File: src/eca_pkg.sv
// Shared constants and carrier types for the EEPROM command access block
package eca_pkg;
	localparam logic [7:0]  CMD_RESTORE_DEFAULT = 8'h12;
	localparam logic [7:0]  CMD_STORE_USER      = 8'h15;
	localparam logic [7:0]  CMD_RESTORE_USER    = 8'h16;
	localparam logic [3:0]  CMD_DATA_NIBBLE     = 4'hb;
	localparam logic [7:0]  CMD_CHECKSUM        = 8'hd1;
	localparam logic [7:0]  CMD_RD_LEN          = 8'hd2;
	localparam logic [7:0]  CMD_OFFSET          = 8'hd3;
	localparam logic [7:0]  CMD_ERASE           = 8'hd4;
	localparam logic [7:0]  CMD_NVM_KEY         = 8'hd5;
	localparam logic [7:0]  CMD_TRIM_KEY        = 8'hd6;
	localparam logic [7:0]  CMD_FLAG_INFO       = 8'hf1;
	localparam logic [3:0]  PAGE_DEFAULT        = 4'h0;
	localparam logic [3:0]  PAGE_USER           = 4'h1;
	localparam logic [7:0]  PAGE_FIRST_WR       = 8'h04;
	localparam logic [7:0]  PAGE_LAST           = 8'h0f;
	localparam logic [7:0]  KEY_RST             = 8'hff;
	localparam logic [7:0]  LEN_RST             = 8'h00;
	localparam logic [15:0] OFFSET_RST          = 16'h0000;
	localparam logic [7:0]  CRC_RST             = 8'h00;
	localparam int          ERASE_WAIT_MS       = 35;

	typedef enum logic [2:0] {
		OP_NONE    = 3'b000,
		OP_READ    = 3'b001,
		OP_WRITE   = 3'b010,
		OP_ERASE   = 3'b011,
		OP_STORE   = 3'b100,
		OP_RESTORE = 3'b101
	} eca_op_t;

	typedef struct packed {
		logic        valid;
		logic        write;
		logic [7:0]  code;
		logic [15:0] data;
	} eca_cmd_t;

	typedef struct packed {
		eca_op_t     op;
		logic [3:0]  page;
		logic [15:0] offset;
		logic [7:0]  count;
		logic [7:0]  data;
	} eca_nvm_t;
endpackage : eca_pkg

File: src/eca_core.sv
// EEPROM command access: lock keys, erase gating, page ops and readback
module eca_core (
	input  wire logic              clk,
	input  wire logic              nrst,
	input  wire eca_pkg::eca_cmd_t cmd,
	input  wire logic              crc_valid,
	input  wire logic [7:0]        crc_value,
	input  wire logic [7:0]        flag_info,
	output logic                   rsp_valid,
	output logic [15:0]            rsp_data,
	output eca_pkg::eca_nvm_t      nvm_req,
	output logic                   nvm_unlocked,
	output logic                   trim_unlocked,
	output logic                   cmd_refused
);
	logic        wr;
	logic        rd;
	logic        is_data;
	logic        erase_ok;
	logic [7:0]  crc_q;
	logic [7:0]  len_q;
	logic [15:0] offset_q;
	logic [7:0]  key_q;
	logic        key_pend_q;
	logic [7:0]  key_first_q;
	logic        trim_pend_q;

	assign wr       = cmd.valid && cmd.write;
	assign rd       = cmd.valid && !cmd.write;
	assign is_data  = cmd.code[7:4] == eca_pkg::CMD_DATA_NIBBLE;
	// Range check on the whole byte so values above 15 cannot alias a page
	assign erase_ok = nvm_unlocked && cmd.data[7:0] >= eca_pkg::PAGE_FIRST_WR &&
		cmd.data[7:0] <= eca_pkg::PAGE_LAST;

	always_ff @(posedge clk or negedge nrst) begin
		if (!nrst) begin
			crc_q <= eca_pkg::CRC_RST;
		end else if (crc_valid) begin
			crc_q <= crc_value;
		end
	end

	always_ff @(posedge clk or negedge nrst) begin
		if (!nrst) begin
			len_q    <= eca_pkg::LEN_RST;
			offset_q <= eca_pkg::OFFSET_RST;
		end else if (wr && cmd.code == eca_pkg::CMD_RD_LEN) begin
			len_q <= cmd.data[7:0];
		end else if (wr && cmd.code == eca_pkg::CMD_OFFSET) begin
			offset_q <= cmd.data;
		end
	end

	// EEPROM key sequence; once open the lock stays open until reset
	always_ff @(posedge clk or negedge nrst) begin
		if (!nrst) begin
			key_q        <= eca_pkg::KEY_RST;
			key_pend_q   <= 1'b0;
			key_first_q  <= 8'h00;
			nvm_unlocked <= 1'b0;
		end else if (wr && cmd.code == eca_pkg::CMD_NVM_KEY) begin
			if (key_pend_q && cmd.data[7:0] == key_first_q) begin
				key_pend_q <= 1'b0;
				if (cmd.data[7:0] == key_q) begin
					nvm_unlocked <= 1'b1;
				end else if (nvm_unlocked) begin
					key_q <= cmd.data[7:0];
				end
			end else begin
				key_pend_q  <= 1'b1;
				key_first_q <= cmd.data[7:0];
			end
		end else if (cmd.valid) begin
			key_pend_q <= 1'b0;
		end
	end

	always_ff @(posedge clk or negedge nrst) begin
		if (!nrst) begin
			trim_pend_q   <= 1'b0;
			trim_unlocked <= 1'b0;
		end else if (wr && cmd.code == eca_pkg::CMD_TRIM_KEY) begin
			if (cmd.data[7:0] != key_q) begin
				trim_pend_q   <= 1'b0;
				trim_unlocked <= 1'b0;
			end else if (trim_pend_q) begin
				trim_pend_q   <= 1'b0;
				trim_unlocked <= 1'b1;
			end else begin
				trim_pend_q <= 1'b1;
			end
		end else if (cmd.valid) begin
			trim_pend_q <= 1'b0;
		end
	end

	// Register readback; write-only codes answer zero and flag a refusal
	always_ff @(posedge clk or negedge nrst) begin
		if (!nrst) begin
			rsp_valid <= 1'b0;
			rsp_data  <= 16'h0000;
		end else begin
			rsp_valid <= 1'b0;
			rsp_data  <= 16'h0000;
			if (rd) begin
				unique case (cmd.code)
					eca_pkg::CMD_CHECKSUM: begin
						rsp_valid <= 1'b1;
						rsp_data  <= {8'h00, crc_q};
					end
					eca_pkg::CMD_RD_LEN: begin
						rsp_valid <= 1'b1;
						rsp_data  <= {8'h00, len_q};
					end
					eca_pkg::CMD_OFFSET: begin
						rsp_valid <= 1'b1;
						rsp_data  <= offset_q;
					end
					eca_pkg::CMD_FLAG_INFO: begin
						rsp_valid <= 1'b1;
						rsp_data  <= {8'h00, flag_info};
					end
					eca_pkg::CMD_ERASE, eca_pkg::CMD_NVM_KEY, eca_pkg::CMD_TRIM_KEY: begin
						rsp_valid <= 1'b1;
					end
					default: begin
						rsp_valid <= 1'b0;
					end
				endcase
			end
		end
	end

	// Array requests; one-cycle op, fields hold until the next op
	always_ff @(posedge clk or negedge nrst) begin
		if (!nrst) begin
			nvm_req <= '{op: eca_pkg::OP_NONE, page: 4'h0, offset: 16'h0000,
				count: 8'h00, data: 8'h00};
			cmd_refused <= 1'b0;
		end else begin
			nvm_req.op  <= eca_pkg::OP_NONE;
			cmd_refused <= 1'b0;
			if (cmd.valid && is_data) begin
				// Refused writes keep the fields of the last op standing
				if (!cmd.write || {4'h0, cmd.code[3:0]} >= eca_pkg::PAGE_FIRST_WR) begin
					nvm_req.op     <= cmd.write ? eca_pkg::OP_WRITE : eca_pkg::OP_READ;
					nvm_req.page   <= cmd.code[3:0];
					nvm_req.offset <= offset_q;
					nvm_req.count  <= len_q;
					nvm_req.data   <= cmd.data[7:0];
				end else begin
					cmd_refused <= 1'b1;
				end
			end else if (wr && cmd.code == eca_pkg::CMD_ERASE) begin
				// Pages 0 to 3 are refused; only pages 4 to 15 are erased, and only while unlocked
				if (erase_ok) begin
					nvm_req.op   <= eca_pkg::OP_ERASE;
					nvm_req.page <= cmd.data[3:0];
				end else begin
					cmd_refused <= 1'b1;
				end
			end else if (cmd.valid && cmd.code == eca_pkg::CMD_STORE_USER) begin
				if (nvm_unlocked) begin
					nvm_req.op   <= eca_pkg::OP_STORE;
					nvm_req.page <= eca_pkg::PAGE_USER;
				end else begin
					cmd_refused <= 1'b1;
				end
			end else if (cmd.valid && cmd.code == eca_pkg::CMD_RESTORE_USER) begin
				nvm_req.op   <= eca_pkg::OP_RESTORE;
				nvm_req.page <= eca_pkg::PAGE_USER;
			end else if (cmd.valid && cmd.code == eca_pkg::CMD_RESTORE_DEFAULT) begin
				nvm_req.op   <= eca_pkg::OP_RESTORE;
				nvm_req.page <= eca_pkg::PAGE_DEFAULT;
			end else if (rd && (cmd.code == eca_pkg::CMD_ERASE ||
				cmd.code == eca_pkg::CMD_NVM_KEY || cmd.code == eca_pkg::CMD_TRIM_KEY)) begin
				cmd_refused <= 1'b1;
			end
		end
	end
endmodule // eca_core

File: config.mk
export PLATFORM = sky130hd
export DESIGN_NAME = eca_core
export DESIGN_NICKNAME = d
export VERILOG_FILES = /design/src/eca_pkg.sv /design/src/eca_core.sv
export SDC_FILE = /design/constraint.sdc
export NUM_CORES = 1
export LEC_CHECK = 0
export BUFFER_PORTS_ARGS = -buffer_cell sky130_fd_sc_hd__clkbuf_2
export CORE_ASPECT_RATIO = 1.75
export CORE_UTILIZATION = 35
export CTS_CLUSTER_SIZE = 16
export DETAILED_ROUTE_END_ITERATION = 12
export GPL_ROUTABILITY_DRIVEN = 1
export PLACE_DENSITY = 0.61
export SKIP_CTS_REPAIR_TIMING = 1
export SYNTH_ARGS = -nofsm -noshare
export SYNTH_HDL_FRONTEND = slang
export SYNTH_SLANG_ARGS = --single-unit
File: constraint.sdc
create_clock -name clk -period 4 [get_ports clk]
set_input_delay 0.8 -clock clk [delete_from_list [all_inputs] [get_ports clk]]
set_output_delay 0.8 -clock clk [all_outputs]
set_load 0.05 [all_outputs]
# ---- Yosys cells after proc, flatten, opt, wreduce, memory -nomap -nowiden
# Cells that the tools add are included.
# W data, S select, Z words.
dict set report op_classes {
  order_cmp 3
  n_mux 30
  n_reduce_logical 31
  bitwise 3
  n_eq_ne 17
}
# operator n
set ops {}
lappend ops {{$pmux W16 S4} 1}
lappend ops {{$eq A8 B8 Y1 const B} 7}
lappend ops {{$mux W7} 6}
lappend ops {{$mux W38} 1}
lappend ops {{$eq A8 B5 Y1 const B} 3}
lappend ops {{$mux W1} 19}
lappend ops {{$eq A8 B8 Y1} 2}
lappend ops {{$mux W16} 1}
lappend ops {{$logic_and A1 B1 Y1} 15}
lappend ops {{$ge A8 B3 Y1 const B} 1}
lappend ops {{$le A8 B4 Y1 const B} 1}
lappend ops {{$ne A8 B8 Y1} 1}
lappend ops {{$reduce_and A2 Y1} 4}
lappend ops {{$reduce_and A4 Y1} 2}
lappend ops {{$reduce_or A7 Y1} 1}
lappend ops {{$mux W6} 1}
lappend ops {{$reduce_bool A2 Y1} 3}
lappend ops {{$reduce_bool A5 Y1} 1}
lappend ops {{$eq A4 B4 Y1 const B} 1}
lappend ops {{$ge A4 B3 Y1 const B} 1}
lappend ops {{$ne A4 B4 Y1 const B} 1}
lappend ops {{$logic_or A1 B1 Y1} 3}
lappend ops {{$ne A3 B3 Y1 const B} 1}
lappend ops {{$not A1 Y1} 3}
lappend ops {{other kinds (4)} 4}
dict set report totals {
  wordCells 101
  register_bits 109
}

# ---- Logic depth before layout (Yosys ltp)
dict set report depth {
  depth_word 10
  depth_mapped 8
}

# ---- Worst setup path before layout
# No wires, ideal clock.
dict set report synth_timing {
  path_type {input to register}
  startpoint {in cmd[6] in the netlist's numbering}
  endpoint {reg key_q[1]}
  path_stages 8
  arrival_time_ns 2.303
  required_ns 3.915
  path_slack_ns 1.612
  cell_sequence {buf_2 -> xor2_1 -> nor4_1 -> nand4_1 -> nor3_2 -> and3_1 -> buf_4 -> mux2_1}
}
dict set report synth_between {
  elab_chain_cells 3
  elab_cells_between_ends 5
  cone_classes {eq/ne (2); bitwise (1); reduce/logical (2)}
}
# item line_no
set synth_rtl {}
lappend synth_rtl {{from (decl)} eca_core.sv:5} ;# input wire eca_pkg::eca_cmd_t cmd,
lappend synth_rtl {{$eq A8 B8 Y1, on equally long branches} {eca_core.sv:62, eca_core.sv:64}}
lappend synth_rtl {{$logic_and A1 B1 Y1 / $not A1 Y1 (equally long branches)} -}
lappend synth_rtl {{$reduce_and A4 Y1 (no source line) *} -}
lappend synth_rtl {{to (signal assigned)} eca_core.sv:57} ;# key_q <= eca_pkg::KEY_RST;
lappend synth_rtl {{to (signal assigned)} eca_core.sv:67} ;# key_q <= cmd.data[7:0];
lappend synth_rtl {{to (decl)} eca_core.sv:23} ;# logic [7:0] key_q;
# Every way passes the cells marked *; elsewhere a longest branch is shown, timed or not.
# A chain may end at the register's enable or synchronous reset.

# ---- Final worst setup path
dict set report layout_timing {
  startpoint {in cmd[18] in the netlist's numbering}
  endpoint {reg nvm_req[32] in the netlist's numbering}
}
dict set report layout_between {
  elab_chain_cells 6
  elab_cells_between_ends 19
  cone_classes {order compare (1); eq/ne (7); mux (4); reduce/logical (7)}
}
# item line_no
set layout_rtl {}
lappend layout_rtl {{$eq A8 B5 Y1} eca_core.sv:169} ;# end else if (cmd.valid && cmd.code == eca_pkg::CMD_RESTORE_USER) begin
lappend layout_rtl {{$logic_and A1 B1 Y1} eca_core.sv:169}
lappend layout_rtl {{$mux W7} eca_core.sv:169}
lappend layout_rtl {{$mux W7} eca_core.sv:162} ;# end else if (cmd.valid && cmd.code == eca_pkg::CMD_STORE_USER) begin
lappend layout_rtl {{$mux W7} eca_core.sv:154} ;# end else if (wr && cmd.code == eca_pkg::CMD_ERASE) begin
lappend layout_rtl {{$mux W7} eca_core.sv:143} ;# if (cmd.valid && is_data) begin
lappend layout_rtl {{to (signal assigned)} eca_core.sv:137} ;# nvm_req <= '{op: eca_pkg::OP_NONE, page: 4'h0, offset: 16'h0000,
lappend layout_rtl {{to (decl)} eca_core.sv:11} ;# output eca_pkg::eca_nvm_t nvm_req,
# Several ways; a longest one is shown, not always the timed one.

==> impl_metrics.sql <==
INSERT INTO impl_metrics (metric_group, metric, value, unit) VALUES
('finish', 'area.growth.synth_to_final', '21.7', '%'),
('sta', 'post-route-worst-setup-slack', '1570', 'ps'),
('power_and_ir_drop', 'netSwitchingFraction', '0.267', ''),
('setup_path', 'slowest_stage', 'nor2b_1', ''),
('logic_synthesis', 'synth-compound-area-share', '0.0692', ''),
('logic_synthesis', 'synth-async-reset-ratio', '1.00', ''),
('sta', 'tightest_slew', '902', 'ps'),
('logic_synthesis', 'post_synth_instance_area', '4660', 'sq um'),
('clocking', 'cts_sinks', '109', ''),
('setup_path', 'timing.critical_path.fanout_max', '8', ''),
('global_route', 'met2_usage', '0.307', ''),
('setup_path', 'crit_path_end', 'nvm_req[32]$_DFFE_PN0P_', ''),
('worst_hold_path', 'holdCritPathClass', 'register to register', ''),
('clocking', 'clk_path_buf_depth', '2', ''),
('drt', 'route.final.wire_length', '11.1', 'mm'),
('logic_synthesis', 'synth_ff_type', 'dfrtp_1', ''),
('sta', 'ratio_of_final_minimum_period_to_clock_period', '0.608', ''),
('floorplan', 'die_span_in_y', '155', 'um'),
('flow_run', 'max-cap-violations', '0', ''),
('setup_path', 'r2r.worst_path.cells', '6', ''),
('global_route', 'antenna_found_initial', '0', ''),
('floorplan', 'core', '12900', 'sq um'),
('floorplan', 'initial_core_util', '0.360', ''),
('setup_path', 'rrSetupSlack', '1960', 'ps'),
('logic_synthesis', 'ys_ff_latch', '109', ''),
('setup_path', 'timing_worst_setup_path_type', 'input pin to register', ''),
('logic_synthesis', 'synthSimpleGateAreaFrac', '0.0907', ''),
('setup_path', 'critical_path.max_stage_delay', '480', 'ps'),
('placement', 'dpl_worst_slack', '1210', 'ps'),
('logic_synthesis', 'avgSynthCellArea', '13.5', 'sq um'),
('clocking', 'clk_pin_slew', '80', 'ps'),
('setup_path', 'startpoint', 'cmd[18]', ''),
('sta', 'fin_worst_skew', '12.3', 'ps'),
('drt', 'route.detailed.wl_per_inst', '17.9', 'um'),
('finish', 'final-instance-count-excl-fill', '622', ''),
('logic_synthesis', 'synth_top_family_by_area', 'multiplexers', ''),
('logic_synthesis', 'ys.warnings.count', '0', ''),
('placement', 'place.detailed.instances', '606', ''),
('logic_synthesis', 'number_of_synthesized_flops_with_an_enable_pin', '0', ''),
('logic_synthesis', 'post_synth_mux_area_share', '0.196', ''),
('logic_synthesis', 'yosys.cell_types.count', '46', ''),
('power_and_ir_drop', 'p_per_area', '432', 'nW/um^2'),
('clocking', 'cts_tree', 'built', ''),
('clocking', 'cts_root_buffer', 'clkbuf_16', ''),
('sta', 'setup_tns', '0', 'ps'),
('clocking', 'worstSkewPairLatency', '350', 'ps'),
('power_and_ir_drop', 'switchingPower', '654', 'uW'),
('clocking', 'numCtsBuffers', '9', ''),
('setup_path', 'end_kind', 'register', ''),
('logic_synthesis', 'synthesis.instances', '345', ''),
('sta', 'rsz0062_at_grt', 'false', ''),
('power_and_ir_drop', 'power_report.internal_total', '1800', 'uW'),
('outcome', 'status', 'complete, no violations', ''),
('power_and_ir_drop', 'worst_ir_drop_vdd', '275', 'uV'),
('global_route', 'grt-ovfl-total', '0', ''),
('placement', 'gpl.final_weighted_congestion', '0.880', ''),
('setup_path', 'r2r_end', 'key_q[0]$_DFFE_PN1P_', ''),
('sta', 'hold_viol', '0', ''),
('floorplan', 'design.portCount', '104', ''),
('global_route', 'via_count_of_the_first_global_routing_pass', '3288', ''),
('floorplan', 'floorplan.die.width', '89.3', 'um'),
('drt', 'route.detailed.vias_per_inst', '5.08', ''),
('drt', 'antenna_violating_nets_post_route', '0', ''),
('global_route', 'met1_track_utilization_from_global_routing', '0.189', ''),
('setup_path', 'worst-endpoint-required', '4240', 'ps'),
('drt', 'total_via_count_after_detailed_routing', '3159', ''),
('logic_synthesis', 'yosysSeqAreaShare', '0.587', ''),
('global_route', 'global_route.peak_usage_layer', 'met2', ''),
('drt', 'drt_drc_violations_left', '0', ''),
('power_and_ir_drop', 'leakage', '0.00286', 'uW'),
('drt', 'detail_route.first_pass.iterations', '5', '');
## cells in the final DEF, fill, tap and decap left out, types with 2 or more instances in the layout
cell / netlist / routed
nand4b_1: 2 / 2
clkbuf_16: 0 / 9
nor4_1: 4 / 4
nor3_1: 2 / 2
dfstp_2: 8 / 8
nand4_1: 4 / 4
xor2_1: 15 / 15
or2_2: 2 / 2
mux2_2: 70 / 70
a22oi_1: 16 / 16
inv_1: 4 / 4
a21oi_1: 12 / 12
o21ai_0: 4 / 4
clkinv_4: 0 / 2
nand2_1: 12 / 12
nor2b_1: 3 / 3
nand2b_1: 5 / 5
a221o_1: 2 / 2
clkbuf_2: 1 / 102
a21o_1: 2 / 2
dfrtp_1: 101 / 101
nor3_2: 4 / 4
and3_1: 9 / 9
nor2_1: 15 / 15
buf_4: 5 / 6
bufinv_16: 0 / 2
nand3_1: 3 / 3
mux2_1: 10 / 10
## Yosys cell counts, drive strengths merged, types with 2 or more instances
cell type	n	area, sq um
nand4	4	25.0
nor2b	3	18.8
nand2	13	51.3
a221o	2	20.0
buf	15	92.6
or2	2	12.5
dfstp	8	210
xor2	15	131
dfrtp	101	2530
a22oi	16	120
nor2	15	56.3
nor3b	2	26.3
inv	4	15.0
nor3	6	50.1
nand4b	2	17.5
a21oi	13	76.3
mux2	81	916
a21o	2	15.0
nand3	3	15.0
and3	9	56.3
nand2b	6	40.0
nor4	5	37.5
o21ai	5	25.0
clkbuf	4	16.3
## critical path, delay by kind of cell
family	cells	cell delay [ps]
AOI/OAI and AO/OA	1	120
buffers and inverters	1	100
muxes	1	320
and+or+nand+nor	4	1330
## final cells by class
type	instances	area (sq um)
multi-input combinational	213	1800
timing repair buffer	109	576
sequential	109	2740
inverter	4	15.0
fill	1265	7260
tap	171	214
clock inverter	7	105
clock buffer	9	225
## flip-flops by register name, indices dropped and copies added (netlist names), 8 cells and up
register and cells:
offset_q 16, key_first_q 8, crc_q 8, key_q 8, len_q 8, nvm_req 39
rsp_data 16
## layer usage
metal	share of wire	up-vias
met5	0	-
met4	0.022	0
met3	0.041	12
met2	0.56	87
met1	0.38	1623
li1	-	1437
## per-stage QoR
| step | util | power [uW] |
|---|---|---|
| 3_3_place_gp | 0.413 | 1490 |
| 5_1_grt | 0.439 | 2550 |
| 6_report | 0.439 | 2450 |
| 2_1_floorplan | - | 1390 |
| 4_1_cts | 0.439 | 2480 |
| 3_5_place_dp | 0.413 | 1500 |
## cell families (layout without fill, tap and decap cells)
group | Yosys count | after routing
flops | 109 | 109
mux | 81 | 81
simple gates | 72 | 72
compound gates | 44 | 44
buf+inv | 23 | 129
xor+xnor | 16 | 16
## power groups by stage
| stage | registers, uW | clock network (uW) | logic, uW |
|---|---|---|---|
| detailed placement | 1200 | 0 | 296 |
| floorplan | 1310 | 0 | 84.1 |
| finish | 1180 | 980 | 293 |
| global placement | 1200 | 0 | 293 |
| CTS | 1180 | 1000 | 297 |
| global route | 1180 | 1050 | 315 |
## worst min path at each step
| stage | depth (start not counted) | endpoint | start |
|---|---|---|---|
| CTS | 1 | nvm_req[33]$_DFFE_PN0P_ | nvm_req[33]$_DFFE_PN0P_ |
| global route | 1 | nvm_req[33]$_DFFE_PN0P_ | nvm_req[33]$_DFFE_PN0P_ |
| floorplan | 1 | trim_pend_q$_DFFE_PN0P_ | trim_pend_q$_DFFE_PN0P_ |
| detailed placement | 1 | nvm_req[33]$_DFFE_PN0P_ | nvm_req[33]$_DFFE_PN0P_ |
| finish | 1 | nvm_req[33]$_DFFE_PN0P_ | nvm_req[33]$_DFFE_PN0P_ |
| global placement | 1 | nvm_req[33]$_DFFE_PN0P_ | nvm_req[33]$_DFFE_PN0P_ |
(Power assumes the default switching activity.)
